**src/hbp_defs.svh**
```systemverilog
`ifndef HBP_DEFS_SVH
`define HBP_DEFS_SVH

// ==========================================
// register port framing
`define HBP_AW 6
`define HBP_WR_BIT 7
`define HBP_BITS_PER_BYTE 4'h7

// ==========================================
// register offsets
`define HBP_ADDR_SWITCHES 6'h01
`define HBP_ADDR_CTRL 6'h02
`define HBP_ADDR_SYS 6'h03
`define HBP_ADDR_FLAGS 6'h05
`define HBP_ADDR_RSTMASK 6'h06
`define HBP_ADDR_SUPPLY 6'h0B
`define HBP_ADDR_STATUS 6'h0C

// ==========================================
// field positions and reset values
`define HBP_RST_BYTE 8'h00
`define HBP_CTRL_MASK 8'hC7
`define HBP_BIT_OFC 7
`define HBP_BIT_GAIN 6
`define HBP_LIM_HI 2
`define HBP_BIT_PSTAGE 7
`define HBP_BIT_SUP_ON 1
`define HBP_BIT_HTRE 0
`define HBP_FLG_HT 4
`define HBP_FLG_LV 3
`define HBP_FLG_HV 2
`define HBP_ST_LV 3
`define HBP_ST_HV 2
`define HBP_ST_OC 1
`define HBP_ST_HT 0
`define HBP_LIM_MIN 3'h3

// ==========================================
// timing
`define HBP_CLK_NS 40
`define HBP_BBM_NS 200
`define HBP_BBM_CYC ((`HBP_BBM_NS + `HBP_CLK_NS - 1) / `HBP_CLK_NS)
`define HBP_BBM_W 3
`define HBP_NPIN 18

`endif

```
**src/hbp_pkg.sv**
```systemverilog
`include "hbp_defs.svh"

package hbp_pkg;

  // ==========================================
  // register port sequencer
  typedef enum logic [1:0] {
    HBP_SPI_IDLE,
    HBP_SPI_ADDR,
    HBP_SPI_DATA,
    HBP_SPI_DONE
  } hbp_spi_st_t;

  // ==========================================
  // state of one half-bridge driver
  typedef struct packed {
    logic hs;
    logic ls;
    logic cut;
    logic [`HBP_BBM_W-1:0] cnt;
  } hbp_br_t;

  // ==========================================
  // state of the control block
  typedef struct packed {
    logic [`HBP_NPIN-1:0] s1;
    logic [`HBP_NPIN-1:0] s2;
    logic [`HBP_NPIN-1:0] s3;
    logic [`HBP_NPIN-1:0] f;
    logic sck_d;
    logic cs_d;
    logic chopping_frequency_input_d;
    hbp_spi_st_t st;
    logic [3:0] bitc;
    logic [7:0] rx;
    logic [`HBP_AW-1:0] addr;
    logic wr;
    logic [7:0] tx;
    logic oe;
    logic [7:0] sw;
    logic [7:0] ctrl;
    logic pstage;
    logic sup_on;
    logic htre;
    logic ht;
    logic lv;
    logic hv;
    logic hs_trip;
    logic ls_trip;
    logic therm;
    logic sup_pin;
    logic recirc;
    logic lim_en;
    logic rearm_lo;
    logic rearm_hi;
    logic [3:0] req_hs;
    logic [3:0] req_ls;
  } hbp_main_t;

endpackage

```
**src/hbp_chan_if.sv**
```systemverilog
`timescale 1ns/100ps

interface hbp_chan_if;
  logic req_hs;
  logic req_ls;
  logic rearm;
  logic lim_en;
  logic over_lim;
  logic hs_on;
  logic ls_on;

  modport ctrl (output req_hs, output req_ls, output rearm, output lim_en,
    output over_lim, input hs_on, input ls_on);
  modport drv (input req_hs, input req_ls, input rearm, input lim_en,
    input over_lim, output hs_on, output ls_on);
endinterface

```
**src/hbp_bridge.sv**
```systemverilog
`timescale 1ns/100ps
`include "hbp_defs.svh"

module hbp_bridge
  import hbp_pkg::*;
(
  input wire logic core_clk_in,
  input wire logic rst_in,
  hbp_chan_if.drv ch
);

  // ==========================================
  // state
  hbp_br_t st_r;
  hbp_br_t st_nxt;
  logic want_hs;
  logic want_ls;

  // ==========================================
  // next state
  always_comb begin
    st_nxt = st_r;
    want_hs = ch.req_hs;
    want_ls = ch.req_ls & ~ch.req_hs & ~st_r.cut;
    if (st_r.cnt != '0) begin
      st_nxt.cnt = st_r.cnt - `HBP_BBM_W'(1);
    end
    if (ch.rearm) begin
      st_nxt.cut = 1'b0;
    end
    if (st_r.ls & ch.lim_en & ch.over_lim) begin
      st_nxt.cut = 1'b1;
    end
    if (st_r.hs & ~want_hs) begin
      st_nxt.hs = 1'b0;
      st_nxt.cnt = `HBP_BBM_W'(`HBP_BBM_CYC);
    end
    if (st_r.ls & (~want_ls | st_nxt.cut)) begin
      st_nxt.ls = 1'b0;
      st_nxt.cnt = `HBP_BBM_W'(`HBP_BBM_CYC);
    end
    if (want_hs & ~st_r.hs & ~st_r.ls & (st_r.cnt == '0)) begin
      st_nxt.hs = 1'b1;
    end else if (want_ls & ~st_nxt.cut & ~st_r.ls & ~st_r.hs & (st_r.cnt == '0)) begin
      st_nxt.ls = 1'b1;
    end
  end

  always_ff @(posedge core_clk_in) begin
    if (rst_in) begin
      st_r <= '0;
    end else begin
      st_r <= st_nxt;
    end
  end

  assign ch.hs_on = st_r.hs;
  assign ch.ls_on = st_r.ls;

endmodule

```
**src/hbp_stage_ctrl.sv**
```systemverilog
// Function
// - supply output follows supply-on bit, reset clears
// - reset clears all half-bridge switch bits
// - no bridge drive without power-stages-on bit
// - both bits set: only high side on
// - low-side bits 6,4,2,0 switch low sides
// - high-side bits 7,5,3,1 switch high sides
// - over-limit low side switches off, stays off
// - chopping input rising edge re-arms low side
// - offset chopping: bridges 3,4 re-arm on falling
// - gain bit 6 selects sense range
// - recirculation output high while any bridge recirculates
// - temperature warning flag; enabled limit trips reset
// - high-side overcurrent: all high sides off, flag
// - low-side overcurrent: all low sides off, flag
// - writing one clears overcurrent flag, re-enables
// - voltage flags set keep bridges disabled
// - write-one clears voltage flag unless fault persists
// - control register layout, bits 5..3 read zero
// - limit codes 0..2 none, 3..7 limits
// - supply needs stages-on and supply-on, ignores voltage
// - supply thermal cutoff only when reset enabled
// - stages-on is system-control bit 7, reset clears
`timescale 1ns/100ps
`include "hbp_defs.svh"

module hbp_stage_ctrl
  import hbp_pkg::*;
(
  input wire logic core_clk_in,
  input wire logic rst_in,
  input wire logic spi_sck_in,
  input wire logic spi_cs_n_in,
  input wire logic spi_mosi_in,
  output logic spi_miso_out,
  output logic spi_miso_oe_out,
  input wire logic chopping_frequency_input_in,
  input wire logic hs_overcurrent_in,
  input wire logic ls_overcurrent_in,
  input wire logic [3:0] ls_over_limit_in,
  input wire logic [3:0] recirc_sense_in,
  input wire logic voltage_low_in,
  input wire logic voltage_high_in,
  input wire logic temp_warn_in,
  input wire logic temp_limit_in,
  output logic [3:0] high_side_on_out,
  output logic [3:0] low_side_on_out,
  output logic switched_supply_pin_out,
  output logic recirculation_detect_out,
  output logic sense_gain_select_out,
  output logic [2:0] current_limit_select_out,
  output logic limit_active_out,
  output logic reset_request_out
);

  // ==========================================
  // state and filtered pins
  hbp_main_t st_r;
  hbp_main_t st_nxt;
  logic [`HBP_NPIN-1:0] pins;
  logic [3:0] lim_f;
  logic [3:0] rc_f;
  logic sck_f;
  logic cs_f;
  logic mosi_f;
  logic chopping_frequency_input_f;
  logic hsoc_f;
  logic lsoc_f;
  logic lv_f;
  logic hv_f;
  logic ht_f;
  logic tl_f;
  logic [7:0] wdat;
  logic wr_go;
  logic en_all;
  logic rise;
  logic fall;

  assign pins = {temp_limit_in, temp_warn_in, voltage_high_in, voltage_low_in,
    ls_overcurrent_in, hs_overcurrent_in, chopping_frequency_input_in,
    spi_mosi_in, spi_cs_n_in, spi_sck_in, recirc_sense_in, ls_over_limit_in};
  assign {tl_f, ht_f, hv_f, lv_f, lsoc_f, hsoc_f, chopping_frequency_input_f, mosi_f, cs_f, sck_f,
    rc_f, lim_f} = st_r.f;

  // ==========================================
  // register read
  function automatic logic [7:0] rd_reg(input hbp_main_t r, input logic [`HBP_AW-1:0] a);
    logic [7:0] d;
    d = `HBP_RST_BYTE;
    case (a)
      `HBP_ADDR_SWITCHES: d = r.sw;
      `HBP_ADDR_CTRL: d = r.ctrl & `HBP_CTRL_MASK;
      `HBP_ADDR_SYS: d[`HBP_BIT_PSTAGE] = r.pstage;
      `HBP_ADDR_FLAGS: begin
        d[`HBP_FLG_HT] = r.ht;
        d[`HBP_FLG_LV] = r.lv;
        d[`HBP_FLG_HV] = r.hv;
      end
      `HBP_ADDR_RSTMASK: d[`HBP_BIT_HTRE] = r.htre;
      `HBP_ADDR_SUPPLY: d[`HBP_BIT_SUP_ON] = r.sup_on;
      `HBP_ADDR_STATUS: begin
        d[`HBP_ST_LV] = r.lv;
        d[`HBP_ST_HV] = r.hv;
        d[`HBP_ST_OC] = r.hs_trip | r.ls_trip;
        d[`HBP_ST_HT] = r.ht;
      end
      default: d = `HBP_RST_BYTE;
    endcase
    return d;
  endfunction

  // ==========================================
  // next state
  always_comb begin
    st_nxt = st_r;
    wr_go = 1'b0;
    wdat = {st_r.rx[6:0], mosi_f};
    rise = chopping_frequency_input_f & ~st_r.chopping_frequency_input_d;
    fall = ~chopping_frequency_input_f & st_r.chopping_frequency_input_d;
    en_all = st_r.pstage & ~st_r.lv & ~st_r.hv & ~st_r.therm;

    // pin synchronisers, change taken when stages two and three agree
    st_nxt.s1 = pins;
    st_nxt.s2 = st_r.s1;
    st_nxt.s3 = st_r.s2;
    st_nxt.f = (st_r.s2 & st_r.s3) | (st_r.f & (st_r.s2 ^ st_r.s3));
    st_nxt.sck_d = sck_f;
    st_nxt.cs_d = cs_f;
    st_nxt.chopping_frequency_input_d = chopping_frequency_input_f;

    // register port: byte one address, byte two data
    if (cs_f) begin
      st_nxt.st = HBP_SPI_IDLE;
      st_nxt.oe = 1'b0;
    end else if (st_r.cs_d) begin
      st_nxt.st = HBP_SPI_ADDR;
      st_nxt.bitc = '0;
      st_nxt.tx = rd_reg(st_r, `HBP_ADDR_STATUS);
      st_nxt.oe = 1'b1;
    end else begin
      if (sck_f & ~st_r.sck_d &
          ((st_r.st == HBP_SPI_ADDR) || (st_r.st == HBP_SPI_DATA))) begin
        st_nxt.rx = wdat;
        st_nxt.bitc = st_r.bitc + 4'h1;
        if (st_r.bitc == `HBP_BITS_PER_BYTE) begin
          st_nxt.bitc = '0;
          if (st_r.st == HBP_SPI_ADDR) begin
            st_nxt.addr = wdat[`HBP_AW-1:0];
            st_nxt.wr = wdat[`HBP_WR_BIT];
            st_nxt.st = HBP_SPI_DATA;
          end else begin
            wr_go = st_r.wr;
            st_nxt.st = HBP_SPI_DONE;
          end
        end
      end
      if (~sck_f & st_r.sck_d) begin
        if ((st_r.st == HBP_SPI_DATA) && (st_r.bitc == '0)) begin
          st_nxt.tx = rd_reg(st_r, st_r.addr);
        end else begin
          st_nxt.tx = {st_r.tx[6:0], 1'b0};
        end
      end
    end

    // register writes and write-one clears
    if (wr_go) begin
      case (st_r.addr)
        `HBP_ADDR_SWITCHES: st_nxt.sw = wdat;
        `HBP_ADDR_CTRL: st_nxt.ctrl = wdat & `HBP_CTRL_MASK;
        `HBP_ADDR_SYS: st_nxt.pstage = wdat[`HBP_BIT_PSTAGE];
        `HBP_ADDR_FLAGS: begin
          if (wdat[`HBP_FLG_HT]) st_nxt.ht = 1'b0;
          if (wdat[`HBP_FLG_LV]) st_nxt.lv = 1'b0;
          if (wdat[`HBP_FLG_HV]) st_nxt.hv = 1'b0;
        end
        `HBP_ADDR_RSTMASK: st_nxt.htre = wdat[`HBP_BIT_HTRE];
        `HBP_ADDR_SUPPLY: st_nxt.sup_on = wdat[`HBP_BIT_SUP_ON];
        `HBP_ADDR_STATUS: begin
          if (wdat[`HBP_ST_OC]) begin
            st_nxt.hs_trip = 1'b0;
            st_nxt.ls_trip = 1'b0;
          end
        end
        default: st_nxt.sw = st_r.sw;
      endcase
    end

    // fault flags: a pending event wins over a clear
    if (ht_f) st_nxt.ht = 1'b1;
    if (lv_f) st_nxt.lv = 1'b1;
    if (hv_f) st_nxt.hv = 1'b1;
    if (hsoc_f) st_nxt.hs_trip = 1'b1;
    if (lsoc_f) st_nxt.ls_trip = 1'b1;
    if (st_r.htre & tl_f) st_nxt.therm = 1'b1;

    // bridge requests, supply and status outputs
    st_nxt.req_hs = {4{en_all & ~st_r.hs_trip}} &
      {st_r.sw[7], st_r.sw[5], st_r.sw[3], st_r.sw[1]};
    st_nxt.req_ls = {4{en_all & ~st_r.ls_trip}} &
      {st_r.sw[6], st_r.sw[4], st_r.sw[2], st_r.sw[0]};
    st_nxt.sup_pin = st_r.pstage & st_r.sup_on & ~st_r.therm;
    st_nxt.recirc = |rc_f;
    st_nxt.lim_en = st_r.ctrl[`HBP_LIM_HI:0] >= `HBP_LIM_MIN;
    st_nxt.rearm_lo = rise;
    st_nxt.rearm_hi = st_r.ctrl[`HBP_BIT_OFC] ? fall : rise;
  end

  // reset clears every register and flag
  always_ff @(posedge core_clk_in) begin
    if (rst_in) begin
      st_r <= '0;
    end else begin
      st_r <= st_nxt;
    end
  end

  // ==========================================
  // half-bridge drivers
  hbp_chan_if ch[4] ();

  genvar g;
  generate
    for (g = 0; g < 4; g++) begin : gen_br
      assign ch[g].req_hs = st_r.req_hs[g];
      assign ch[g].req_ls = st_r.req_ls[g];
      assign ch[g].rearm = (g < 2) ? st_r.rearm_lo : st_r.rearm_hi;
      assign ch[g].lim_en = st_r.lim_en;
      assign ch[g].over_lim = lim_f[g];
      assign high_side_on_out[g] = ch[g].hs_on;
      assign low_side_on_out[g] = ch[g].ls_on;
      hbp_bridge u_br (
        .core_clk_in(core_clk_in),
        .rst_in(rst_in),
        .ch(ch[g].drv)
      );
    end
  endgenerate

  // ==========================================
  // outputs
  assign spi_miso_out = st_r.tx[7];
  assign spi_miso_oe_out = st_r.oe;
  assign switched_supply_pin_out = st_r.sup_pin;
  assign recirculation_detect_out = st_r.recirc;
  assign sense_gain_select_out = st_r.ctrl[`HBP_BIT_GAIN];
  assign current_limit_select_out = st_r.ctrl[`HBP_LIM_HI:0];
  assign limit_active_out = st_r.lim_en;
  assign reset_request_out = st_r.therm;

endmodule

```
**config.mk**
```make
export PLATFORM = sky130hd
export DESIGN_NAME = hbp_stage_ctrl
export DESIGN_NICKNAME = d
export VERILOG_FILES = /design/src/hbp_pkg.sv /design/src/hbp_chan_if.sv /design/src/hbp_bridge.sv /design/src/hbp_stage_ctrl.sv
export VERILOG_INCLUDE_DIRS = /design/src
export SDC_FILE = /design/constraint.sdc
export NUM_CORES = 1
export LEC_CHECK = 0
export ABC_AREA = 1
export BUFFER_PORTS_ARGS = -buffer_cell sky130_fd_sc_hd__buf_2
export CORE_ASPECT_RATIO = 1.1
export CORE_MARGIN = 8
export CORE_UTILIZATION = 40
export CTS_CLUSTER_SIZE = 20
export DETAILED_ROUTE_END_ITERATION = 8
export PLACE_DENSITY_LB_ADDON = 0.12
export SLEW_MARGIN = 20
export SYNTH_ARGS = -nofsm -noshare
export SYNTH_HDL_FRONTEND = slang
export SYNTH_SLANG_ARGS = --single-unit
```
**constraint.sdc**
```tcl
create_clock -name core_clk_in -period 4.6 [get_ports core_clk_in]
set_input_delay 0.23 -clock core_clk_in [delete_from_list [all_inputs] [get_ports core_clk_in]]
set_output_delay 0.23 -clock core_clk_in [all_outputs]
set_load 0.01 [all_outputs]
```
==> results of run 1 <==
-- layout make-up --
cell class,count,area (um^2)
Clock buffer,24,482
Clock inverter,8,76.3
Fill cell,1524,8290
Inverter,148,556
Multi-Input combinational cell,460,2420
Sequential cell,163,3260
Tap cell,200,250
Timing Repair Buffer,52,333
-- through the flow --
stage	hold WS (ps)	instance area (um^2)	worst slack, ps	util (%)	instances
6_report	11.8	7380	2860	47.1	1055
3_5_place_dp	393	6700	2870	42.7	1010
5_1_grt	8.82	7380	2580	47.1	1055
3_3_place_gp	390	6700	2920	42.7	1010
2_1_floorplan	313	6400	3080	-	801
4_1_cts	1.80	7380	2860	47.1	1055
-- metal layers --
layer / up-vias / track usage, % / wire, um / part of all wire, %
met5: - / 0 / 0 / 0
met4: 0 / 6.21 / 254 / 1.9
met3: 20 / 3.95 / 540 / 4.1
met2: 83 / 21.6 / 6070 / 46
met1: 2187 / 17.2 / 6360 / 48
li1: 2578 / - / - / -
-- repair_timing --
item                                   CTS  global route
setup endpoints to repair                0             0
hold buffers                            13             0
endpoints found under the hold margin   13             0
-- flip-flops by register name (all words and copies together), names as in the netlist, 2 cells and up --
register                  count
st_r                         66
st_nxt                       36
gen_br.u_br.st_r             16
ch.over_lim                   4
ch.req_hs                     4
ch.req_ls                     4
gen_br.u_br.ch.hs_on          4
gen_br.u_br.ch.ls_on          4
rc_f                          4
current_limit_select_out      3
ch.rearm                      2
-- synthesized netlist by cell type --
library cell,instances
sky130_fd_sc_hd__nor3_4,1
sky130_fd_sc_hd__clkbuf_1,11
sky130_fd_sc_hd__nand3_1,16
sky130_fd_sc_hd__nand4_1,4
sky130_fd_sc_hd__a21oi_2,1
sky130_fd_sc_hd__dfxtp_1,163
sky130_fd_sc_hd__o22ai_1,5
sky130_fd_sc_hd__nand2_2,1
sky130_fd_sc_hd__inv_2,3
sky130_fd_sc_hd__a31oi_1,1
sky130_fd_sc_hd__buf_4,12
sky130_fd_sc_hd__nand3_2,1
sky130_fd_sc_hd__a211oi_1,6
sky130_fd_sc_hd__a21oi_1,67
sky130_fd_sc_hd__nor4_1,3
sky130_fd_sc_hd__nor2_4,6
sky130_fd_sc_hd__nand2_1,68
sky130_fd_sc_hd__or2_2,1
sky130_fd_sc_hd__nand3_4,1
sky130_fd_sc_hd__a2111oi_0,4
sky130_fd_sc_hd__nand3b_1,1
sky130_fd_sc_hd__nor2_8,1
sky130_fd_sc_hd__xor2_1,5
sky130_fd_sc_hd__nor3_1,9
sky130_fd_sc_hd__nor2_1,161
sky130_fd_sc_hd__nand3b_4,1
sky130_fd_sc_hd__buf_1,7
sky130_fd_sc_hd__o21ai_0,62
sky130_fd_sc_hd__o21ai_2,1
sky130_fd_sc_hd__inv_1,145
sky130_fd_sc_hd__ha_1,30
sky130_fd_sc_hd__nor2_2,1
sky130_fd_sc_hd__nor3_2,1
sky130_fd_sc_hd__o21bai_1,1
-- where the power goes --
group	internal [uW]	total, uW	leakage, uW	switching, uW
Combinational	132	332	0.00162	199
Clock	787	1340	0.000267	555
Sequential	1480	1510	0.00133	33.5
Total	2400	3190	0.00321	788
-- worst max-delay path by stage --
| stage | slack, ps | cells past startpoint | endpoint | startpoint |
|---|---|---|---|---|
| final | 2860 | 8 | st_r[65]$_SDFFE_PP0P_ | st_r[66]$_SDFFE_PP0P_ |
| after global routing | 2580 | 8 | st_r[65]$_SDFFE_PP0P_ | st_r[66]$_SDFFE_PP0P_ |
| after CTS | 2860 | 8 | st_r[65]$_SDFFE_PP0P_ | st_r[66]$_SDFFE_PP0P_ |
| after detailed placement | 2870 | 3 | gen_br[0].u_br.ch.ls_on$_SDFF_PP0_ | rst_in |
| after global placement | 2920 | 3 | gen_br[0].u_br.ch.ls_on$_SDFF_PP0_ | rst_in |
| after floorplan | 3080 | 8 | st_r[65]$_SDFFE_PP0P_ | st_r[66]$_SDFFE_PP0P_ |
-- logic make-up (layout without fill, tap and decap cells) --
family	count (synthesis)	in the layout
xor gates and xnor gates	5	5
DFF	163	163
and+or+nand+nor	277	277
buffers and inverters	178	232
AOI/OAI and AO/OA	148	148
adders and majority gates	30	30
-- critical path, cell delays in order, from the launching register on --
cell and delay [ps]:
sky130_fd_sc_hd__dfxtp_1 350, sky130_fd_sc_hd__inv_1 60, sky130_fd_sc_hd__ha_1 290, sky130_fd_sc_hd__inv_1 130, sky130_fd_sc_hd__nand3_1 160, sky130_fd_sc_hd__a21oi_1 270
sky130_fd_sc_hd__nand4_1 160, sky130_fd_sc_hd__xor2_1 160, sky130_fd_sc_hd__nor2_1 50
==> impl_summary.log, run 1 <==
INFO  metric yosys.area.top_type_share = 51.0%
INFO  metric cp_data_required_time = 4910 ps
INFO  metric start_util = 40.8%
INFO  metric synth.area.top_cells = sky130_fd_sc_hd__dfxtp_1 51%, sky130_fd_sc_hd__nor2_1 9.4%, sky130_fd_sc_hd__inv_1 8.5%, sky130_fd_sc_hd__ha_1 5.9%, sky130_fd_sc_hd__a21oi_1 5.2%
INFO  metric remaining_drc_errors = 0
INFO  metric num_io_pins = 38
INFO  metric worst_r2r_path_depth = 8
INFO  metric run_status = finished clean
INFO  metric syn-mean-instance-area = 7.99 um^2
INFO  metric synth_fa_ha_area_share = 5.87%
INFO  metric globalRouteOverflowTotal = 0
INFO  metric timing.setup.critical_path_class = reg2reg
INFO  metric final.setup_skew = 7.93 ps
INFO  metric whs_endpoint = st_nxt[114]$_SDFF_PP0_
INFO  metric yosys_warnings = 0
INFO  metric report.final.setup_viol = 0
INFO  metric floorplan.die_area = 0.0203 mm^2
INFO  metric synth_compound_area_share = 12.3%
INFO  metric clkSlewWorstSetupHoldPaths = 60 ps
INFO  metric area.growth.synth_to_final = 15.4%
INFO  metric synth_seq_cells = 163
INFO  metric clock_tree.htree_level_count = 4
INFO  metric antenna_violations_before_repair = 0
INFO  metric syn_inst = 801
INFO  metric actual_slew_at_the_worst_max_slew_pin = 925 ps
INFO  metric post_synth_xor_area_fraction = 0.684%
INFO  metric chipHeight = 149 um
INFO  metric clock_sinks = 163
INFO  metric worstHoldPathCells = 3
INFO  metric power.static_leakage = 0.00321 uW
INFO  metric rr_endpoint = st_r[65]$_SDFFE_PP0P_
INFO  metric design_power_total = 3190 uW
INFO  metric first_pass_iters = 5
INFO  metric most-common-layout-cells = 163 x sky130_fd_sc_hd__dfxtp_1, 161 x sky130_fd_sc_hd__nor2_1, 145 x sky130_fd_sc_hd__inv_1, 68 x sky130_fd_sc_hd__nand2_1, 67 x sky130_fd_sc_hd__a21oi_1
INFO  metric synth.lib_cells_used.distinct = 34
INFO  metric place.port_buffers = 37
INFO  metric yosys-mux-area-fraction = 0%
INFO  metric cts_made_buffers = 17
INFO  metric route.antenna.remaining_nets = 0
INFO  metric synth.yosys.seq_area_share = 51.0%
INFO  metric clock_tree.root_cell = sky130_fd_sc_hd__clkbuf_16
INFO  metric setup.reg_to_reg.worst_slack = 2860 ps
INFO  metric source_of_the_worst_hold_timing_path = recirc_sense_in[3]
INFO  metric gpl.final_weighted_congestion = 0.849
INFO  metric max_freq = 574 MHz
INFO  metric vdd_ir_max = 237 uV
INFO  metric vias_per_cell = 4.61
INFO  metric slew-limit-headroom = 38.3%
INFO  metric clock_tree_from_tritoncts = done
INFO  metric hold_path.class = in2reg
INFO  metric grt_use_total = 13.8%
INFO  metric route.detailed.wl_per_inst = 12.5 um
INFO  metric design.final.nets = 892
INFO  metric worstPathArrival = 2050 ps
INFO  metric dr_total_vias = 4868
INFO  metric yosys.area_share.simple = 19.0%
INFO  metric grt_first_pass_wirelength = 22300 um
INFO  metric placement_rows = 48
INFO  metric dp_hpwl = 9420 um
INFO  metric grt_pass1_vias = 4645
INFO  metric core_area = 0.0157 mm^2
INFO  metric timing_max_transition_violations_final = 0
INFO  metric final_min_period_over_clock_period = 37.9%
INFO  metric crit-reg2reg-launch = st_r[66]$_SDFFE_PP0P_
INFO  metric synth_area = 0.00640 mm^2
INFO  metric tns = 0 ps
INFO  metric synth_top_family_by_area = simple AND/OR/NAND/NOR gates
INFO  metric n_antenna_cell = 0
INFO  metric width_of_the_die = 137 um
INFO  metric layout.cells.most_common = sky130_fd_sc_hd__dfxtp_1
INFO  metric initialDrtViolationCount = 256
INFO  metric period_minus_slack = 1740 ps
INFO  metric postSynthNetCount = 851
INFO  metric grt_setup_unrepaired = no
INFO  metric insertion_delay = 420 ps
INFO  metric critPathMaxFanout = 3
INFO  metric post_cts.resized_instances = 0
INFO  metric startpoint_type = flop
INFO  metric power.density = 431 mW/mm^2
INFO  metric cts.path.max_buffers = 2
INFO  metric cp-end-kind = flop
INFO  metric postCtsSetupRepairBufs = 0
INFO  metric pin_count_of_the_biggest_net_entering_global_routing = 95
INFO  metric final_layout_size_suffix_gt1_share = 10.2%
INFO  metric synth.largest_area_cell = sky130_fd_sc_hd__dfxtp_1
INFO  metric drv.max_cap_violation_count = 0
INFO  metric routed_wirelength = 13200 um
INFO  metric timing_hold_violations_final = 0
Power figures use the tool's default switching activity.
==> run 2: changes to the inputs <==
clock period = 1.8 ns   (was 4.6 ns; I/O delays follow)
==> run 2 against run 1 <==
Effect of this change:
- maximum frequency grew 2.7%
- die area did not move
- first-iteration DRC count fell by 9.4%
- cell count increased by 1.3%
- sequential cell count unchanged
- utilization is 1.3 points higher
- count of clock-buffer cells in the layout fell by 6
- total power grew to 2.7 times the previous value
- setup slack worse by 2800 ps
==> impl_summary.log, run 2 (synthesis gave the netlist of run 1 again) <==
INFO  metric cts.path.max_buffers = 2 (unchanged)
INFO  metric vias_per_cell = 4.60 (was 4.61)
INFO  metric run_status = finished clean (unchanged)
INFO  metric pre_cts_slack = 91.6 ps (was 2870 ps)
INFO  metric final.setup_skew = 4.94 ps (was 7.93 ps)
INFO  metric final.setup.worst_slack = 102 ps (was 2860 ps)
INFO  metric actual_slew_at_the_worst_max_slew_pin = 476 ps (was 925 ps)
INFO  metric timing_hold_violations_final = 0 (unchanged)
INFO  metric timing.setup.critical_path_class = reg2reg (unchanged)
INFO  metric critPathMaxFanout = 7 (was 3)
INFO  metric antenna_violations_before_repair = 0 (unchanged)
INFO  metric clock_tree_from_tritoncts = done (unchanged)
INFO  metric drv.max_cap_violation_count = 0 (unchanged)
INFO  metric grt.met2_usage = 23.5% (was 21.6%)
INFO  metric core_area = 0.0157 mm^2 (unchanged)
INFO  metric grt_pass1_vias = 4934 (was 4645)
INFO  metric placement_rows = 48 (unchanged)
INFO  metric route.antenna.remaining_nets = 0 (unchanged)
INFO  metric slew-limit-headroom = 68.0% (was 38.3%)
INFO  metric floorplan.die_area = 0.0203 mm^2 (unchanged)
INFO  metric num_io_pins = 38 (unchanged)
INFO  metric pin_count_of_the_biggest_net_entering_global_routing = 42 (was 95)
INFO  metric clkSlewWorstSetupHoldPaths = 60 ps (about the same)
INFO  metric setup.reg_to_reg.worst_slack = 100 ps (was 2860 ps)
INFO  metric cts_made_buffers = 17 (unchanged)
INFO  metric startpoint_type = flop (unchanged)
INFO  metric multi_input_area = 0.00243 mm^2 (was 0.00242 mm^2)
INFO  metric design.final.nets = 906 (was 892)
INFO  metric area.growth.synth_to_final = 18.5% (was 15.4%)
INFO  metric clock_sinks = 163 (unchanged)
INFO  metric worstPathArrival = 2010 ps (was 2050 ps)
INFO  metric insertion_delay = 420 ps (about the same)
INFO  metric postCtsSetupRepairBufs = 0 (unchanged)
INFO  metric initialDrtViolationCount = 232 (was 256)
INFO  metric max_freq = 589 MHz (was 574 MHz)
INFO  metric max_flop_register = st_r (unchanged)
INFO  metric route.detailed.wl_per_inst = 12.4 um (was 12.5 um)
INFO  metric grt_most_used_layer = met2 (unchanged)
INFO  metric start_util = 40.8% (unchanged)
INFO  metric power.density = 1120 mW/mm^2 (was 431 mW/mm^2)
INFO  metric routed_wirelength = 13300 um (was 13200 um)
INFO  metric vdd_ir_max = 614 uV (was 237 uV)
INFO  metric cp_data_required_time = 2110 ps (was 4910 ps)
INFO  metric gpl.final_weighted_congestion = 0.915 (was 0.849)
INFO  metric remaining_drc_errors = 0 (unchanged)
INFO  metric place.port_buffers = 37 (unchanged)
INFO  metric report.final.setup_viol = 0 (unchanged)
INFO  metric sequential_cell_area = 0.00327 mm^2 (was 0.00326 mm^2)
INFO  metric power.static_leakage = 0.00330 uW (was 0.00321 uW)
INFO  metric cp-end-kind = flop (unchanged)
INFO  metric clock_tree.htree_level_count = 4 (unchanged)
INFO  metric largest_register_ffs = 66 (unchanged)
INFO  metric period_minus_slack = 1700 ps (was 1740 ps)
INFO  metric final_min_period_over_clock_period = 94.3% (was 37.9%)
INFO  metric clock_tree.root_cell = sky130_fd_sc_hd__clkbuf_16 (unchanged)
INFO  metric fillCellCount = 1526 (was 1524)
INFO  metric final_cell_area = 0.00758 mm^2 (was 0.00738 mm^2)
INFO  metric dr_total_vias = 4913 (was 4868)
INFO  metric globalRouteOverflowTotal = 0 (unchanged)
INFO  metric most-common-layout-cells = 161 x sky130_fd_sc_hd__nor2_1, 161 x sky130_fd_sc_hd__dfxtp_1, 144 x sky130_fd_sc_hd__inv_1, 67 x sky130_fd_sc_hd__a21oi_1, 66 x sky130_fd_sc_hd__nand2_1 (was 163 x sky130_fd_sc_hd__dfxtp_1, 161 x sky130_fd_sc_hd__nor2_1, 145 x sky130_fd_sc_hd__inv_1, 68 x sky130_fd_sc_hd__nand2_1, 67 x sky130_fd_sc_hd__a21oi_1)
INFO  metric final_layout_size_suffix_gt1_share = 12.2% (was 10.2%)
INFO  metric place_area = 0.00678 mm^2 (was 0.00670 mm^2)
INFO  metric width_of_the_die = 137 um (unchanged)
INFO  metric fin_worst_hold_slack = 74.1 ps (was 11.8 ps)
INFO  metric globalRouteMet1Util = 16.2% (was 17.2%)
INFO  metric chipHeight = 149 um (unchanged)
INFO  metric n_antenna_cell = 0 (unchanged)
INFO  metric hold_path.class = in2reg (unchanged)
INFO  metric groute.layer.met3.usage = 3.17% (was 3.95%)
INFO  metric post-route-util = 48.4% (was 47.1%)
INFO  metric timing_max_transition_violations_final = 0 (unchanged)
INFO  metric dp_hpwl = 9670 um (was 9420 um)
INFO  metric grt_first_pass_wirelength = 22600 um (was 22300 um)
INFO  metric grt_use_total = 14.0% (was 13.8%)
INFO  metric grt_setup_unrepaired = yes (was no)
INFO  metric first_pass_iters = 4 (was 5)
==> run 2: changes by cell type in the layout (fill, tap and decap cells not counted), sizes merged <==
cell	before	now
clkinv	3	4
clkbuf	24	18
buf	39	48
bufinv	1	4
clkinvlp	3	5
dlygate4sd3	13	18
==> run 2: worst max-delay path, stage by stage, from the launching register on <==
cell	delay, ps
sky130_fd_sc_hd__dfxtp_2	350
sky130_fd_sc_hd__ha_2	200
sky130_fd_sc_hd__nand3_2	100
sky130_fd_sc_hd__nor2_4	140
sky130_fd_sc_hd__nand3_4	110
sky130_fd_sc_hd__nor3_4	300
sky130_fd_sc_hd__nand2_2	170
sky130_fd_sc_hd__o21ai_0	170
sky130_fd_sc_hd__nor2_1	50
==> run 2: final timing paths <==
| path | startpoint | end | cells after the start |
|---|---|---|---|
| worst max register to register | st_r[62]$_SDFFE_PP0P_ | st_r[32]$_SDFFE_PP0P_ | 8 |
| worst min-delay path | rst_in | st_r[70]$_SDFF_PP0_ | 2 |
| worst max-delay path | st_r[62]$_SDFFE_PP0P_ | st_r[32]$_SDFFE_PP0P_ | 8 |
| worst min register to register | st_nxt[121]$_SDFF_PP0_ | st_nxt[103]$_SDFF_PP0_ | 2 |
==> run 2: area by class of cell <==
cell class	count	share of cell area, %
Clock buffer	18	5.66
Timing Repair Buffer	66	6.10
Clock inverter	14	2.46
Inverter	148	7.32
Sequential cell	163	43.1
Tap cell	200	3.30
Multi-Input combinational cell	460	32.1
==> run 2: through the flow <==
stage / instances / total power (uW) / setup TNS [ps]
floorplan: 801 / 4580 / 0
global placement: 1019 / 4700 / 0
detailed placement: 1019 / 4780 / 0
CTS: 1069 / 8570 / 0
global route: 1069 / 8900 / -104
finish: 1069 / 8470 / 0
==> run 2: where the power goes <==
group / leakage [uW] / internal (uW) / total (uW) / switching [uW]
logic: 0.00169 / 350 / 864 / 514
registers: 0.00133 / 3780 / 3860 / 82.0
clock network: 0.000288 / 2310 / 3750 / 1440
total: 0.00330 / 6440 / 8470 / 2030
==> run 2: repair_timing <==
item                       in CTS  in global routing
hold buffers                   18                  0
resized for setup               0                 15
hold endpoints to repair       18                  0
setup endpoints to repair       0                 12
==> run 2: layer usage <==
layer	share of wire [%]	up-vias
li1	-	2604
met1	45	2199
met2	48	81
met3	4.2	29
met4	2.7	0
met5	0	-
==> run 3: changes to the inputs <==
CORE_UTILIZATION = 50   (was 40)
==> run 3 against run 2 <==
Effect of this change:
- wire length decreased by 1.7%
- non-clock buffer count fell by 2
- die area fell by 18%
==> impl_summary.log, run 3 (synthesis gave the netlist of run 1 again) <==
INFO  metric run_status = finished clean (unchanged)
INFO  metric final.setup_skew = 5.20 ps (was 4.94 ps)
INFO  metric multi_input_area = 0.00244 mm^2 (was 0.00243 mm^2)
INFO  metric postCtsSetupRepairBufs = 0 (unchanged)
INFO  metric width_of_the_die = 124 um (was 137 um)
INFO  metric design.final.nets = 905 (was 906)
INFO  metric final_min_period_over_clock_period = 92.6% (was 94.3%)
INFO  metric clock_tree_from_tritoncts = done (unchanged)
INFO  metric layout.cells.most_common = sky130_fd_sc_hd__dfxtp_1
INFO  metric max_flop_register = st_r (unchanged)
INFO  metric drv.max_cap_violation_count = 0 (unchanged)
INFO  metric globalRouteOverflowTotal = 0 (unchanged)
INFO  metric place_area = 0.00671 mm^2 (was 0.00678 mm^2)
INFO  metric area.growth.synth_to_final = 17.5% (was 18.5%)
INFO  metric timing_max_transition_violations_final = 0 (unchanged)
INFO  metric pin_count_of_the_biggest_net_entering_global_routing = 77 (was 42)
INFO  metric sequential_cell_area = 0.00326 mm^2 (was 0.00327 mm^2)
INFO  metric cp-end-kind = flop (unchanged)
INFO  metric grt_most_used_layer = met2 (unchanged)
INFO  metric cts_made_buffers = 17 (unchanged)
INFO  metric grt_pass1_vias = 4797 (was 4934)
INFO  metric power.static_leakage = 0.00330 uW (about the same)
INFO  metric fillCellCount = 1133 (was 1526)
INFO  metric final_cell_area = 0.00752 mm^2 (was 0.00758 mm^2)
INFO  metric clock_sinks = 163 (unchanged)
INFO  metric clkSlewWorstSetupHoldPaths = 60 ps (about the same)
INFO  metric grt.met2_usage = 27.6% (was 23.5%)
INFO  metric actual_slew_at_the_worst_max_slew_pin = 367 ps (was 476 ps)
INFO  metric final_layout_size_suffix_gt1_share = 11.6% (was 12.2%)
INFO  metric n_antenna_cell = 0 (unchanged)
INFO  metric route.detailed.wl_per_inst = 12.8 um (was 12.4 um)
INFO  metric route.antenna.remaining_nets = 0 (unchanged)
INFO  metric design_power_total = 8450 uW (was 8470 uW)
INFO  metric core_area = 0.0125 mm^2 (was 0.0157 mm^2)
INFO  metric period_minus_slack = 1670 ps (was 1700 ps)
INFO  metric floorplan.die_area = 0.0167 mm^2 (was 0.0203 mm^2)
INFO  metric dr_total_vias = 4959 (was 4913)
INFO  metric timing.setup.critical_path_class = reg2reg (unchanged)
INFO  metric power.density = 1120 mW/mm^2 (about the same)
INFO  metric largest_register_ffs = 66 (unchanged)
INFO  metric insertion_delay = 420 ps (about the same)
INFO  metric dp_hpwl = 9270 um (was 9670 um)
INFO  metric first_pass_iters = 5 (was 4)
INFO  metric report.final.setup_viol = 0 (unchanged)
INFO  metric cp_data_required_time = 2110 ps (about the same)
INFO  metric clock_tree.root_cell = sky130_fd_sc_hd__clkbuf_16 (unchanged)
INFO  metric vias_per_cell = 4.84 (was 4.60)
INFO  metric most-common-layout-cells = 163 x sky130_fd_sc_hd__dfxtp_1, 161 x sky130_fd_sc_hd__nor2_1, 145 x sky130_fd_sc_hd__inv_1, 67 x sky130_fd_sc_hd__a21oi_1, 67 x sky130_fd_sc_hd__nand2_1 (was 161 x sky130_fd_sc_hd__nor2_1, 161 x sky130_fd_sc_hd__dfxtp_1, 144 x sky130_fd_sc_hd__inv_1, 67 x sky130_fd_sc_hd__a21oi_1, 66 x sky130_fd_sc_hd__nand2_1)
INFO  metric remaining_drc_errors = 0 (unchanged)
INFO  metric critPathMaxFanout = 3 (was 7)
INFO  metric cts.path.max_buffers = 2 (unchanged)
INFO  metric slew-limit-headroom = 74.9% (was 68.0%)
INFO  metric timing_hold_violations_final = 0 (unchanged)
INFO  metric grt_setup_unrepaired = no (was yes)
INFO  metric grt_first_pass_wirelength = 22300 um (was 22600 um)
INFO  metric routed_wirelength = 13100 um (was 13300 um)
INFO  metric start_util = 51.1% (was 40.8%)
INFO  metric globalRouteMet1Util = 20.4% (was 16.2%)
INFO  metric hold_path.class = in2reg (unchanged)
INFO  metric vdd_ir_max = 840 uV (was 614 uV)
INFO  metric grt_use_total = 16.9% (was 14.0%)
INFO  metric placement_rows = 43 (was 48)
INFO  metric max_freq = 600 MHz (was 589 MHz)
INFO  metric antenna_violations_before_repair = 0 (unchanged)
INFO  metric gpl.final_weighted_congestion = 0.891 (was 0.915)
INFO  metric tns = 0 ps (unchanged)
INFO  metric initialDrtViolationCount = 252 (was 232)
INFO  metric startpoint_type = flop (unchanged)
INFO  metric clock_tree.htree_level_count = 4 (unchanged)
INFO  metric num_io_pins = 38 (unchanged)
INFO  metric chipHeight = 135 um (was 149 um)
INFO  metric worstPathArrival = 1980 ps (was 2010 ps)
INFO  metric groute.layer.met3.usage = 4.43% (was 3.17%)
INFO  metric place.port_buffers = 37 (unchanged)
run 3: cell type report:
class | count | share of cell area (%)
tap | 157 | 2.61
inverter | 148 | 7.39
timing repair buffer | 64 | 5.95
clock buffer | 17 | 5.66
clock inverter | 15 | 2.58
multi-input combinational | 461 | 32.4
sequential | 163 | 43.4
run 3: what timing repair did:
action,in CTS,in global routing
setup endpoints to repair,0,7
hold buffers,18,0
hold endpoints to repair,18,0
resized for setup,0,2
run 3: power by group:
part           internal (uW)  leakage [uW]  switching (uW)  total [uW]
logic                    346       0.00167             502         848
registers               3780       0.00133            83.1        3860
clock network           2220      0.000299            1520        3740
total                   6340       0.00330            2110        8450
run 3: path summary, 6_finish.rpt:
path / startpoint / cells after the start / to / slack, ps
min: rst_in / 2 / st_r[14]$_SDFFE_PP0P_ / 60
max reg2reg: st_r[66]$_SDFFE_PP0P_ / 8 / st_r[65]$_SDFFE_PP0P_ / 130
max: st_r[66]$_SDFFE_PP0P_ / 8 / st_r[65]$_SDFFE_PP0P_ / 130
min reg2reg: st_nxt[124]$_SDFF_PP0_ / 2 / st_nxt[106]$_SDFF_PP0_ / 400
run 3: per-stage QoR:
step | utilization (%) | worst slack [ps] | instances | hold slack, ps
after floorplan | - | 276 | 801 | 173
after global placement | 53.5 | 191 | 974 | 289
after detailed placement | 53.5 | 135 | 974 | 297
after CTS | 59.9 | 117 | 1024 | 44.5
after global routing | 60.0 | 12.3 | 1025 | 54.6
final | 60.0 | 132 | 1025 | 56.5
run 3: metal layers:
metal / share of wire (%) / wire length [um]
met4: 1.9 / 254
met3: 5.0 / 656
met2: 48 / 6250
met5: 0 / 0
met1: 45 / 5910
run 3: worst max-delay path: stages, from the launching register on:
cell	delay, ps
sky130_fd_sc_hd__dfxtp_1	350
sky130_fd_sc_hd__inv_1	50
sky130_fd_sc_hd__ha_1	280
sky130_fd_sc_hd__inv_1	120
sky130_fd_sc_hd__nand3_1	160
sky130_fd_sc_hd__a21oi_1	240
sky130_fd_sc_hd__nand4_1	130
sky130_fd_sc_hd__xor2_1	170
sky130_fd_sc_hd__nor2_1	50
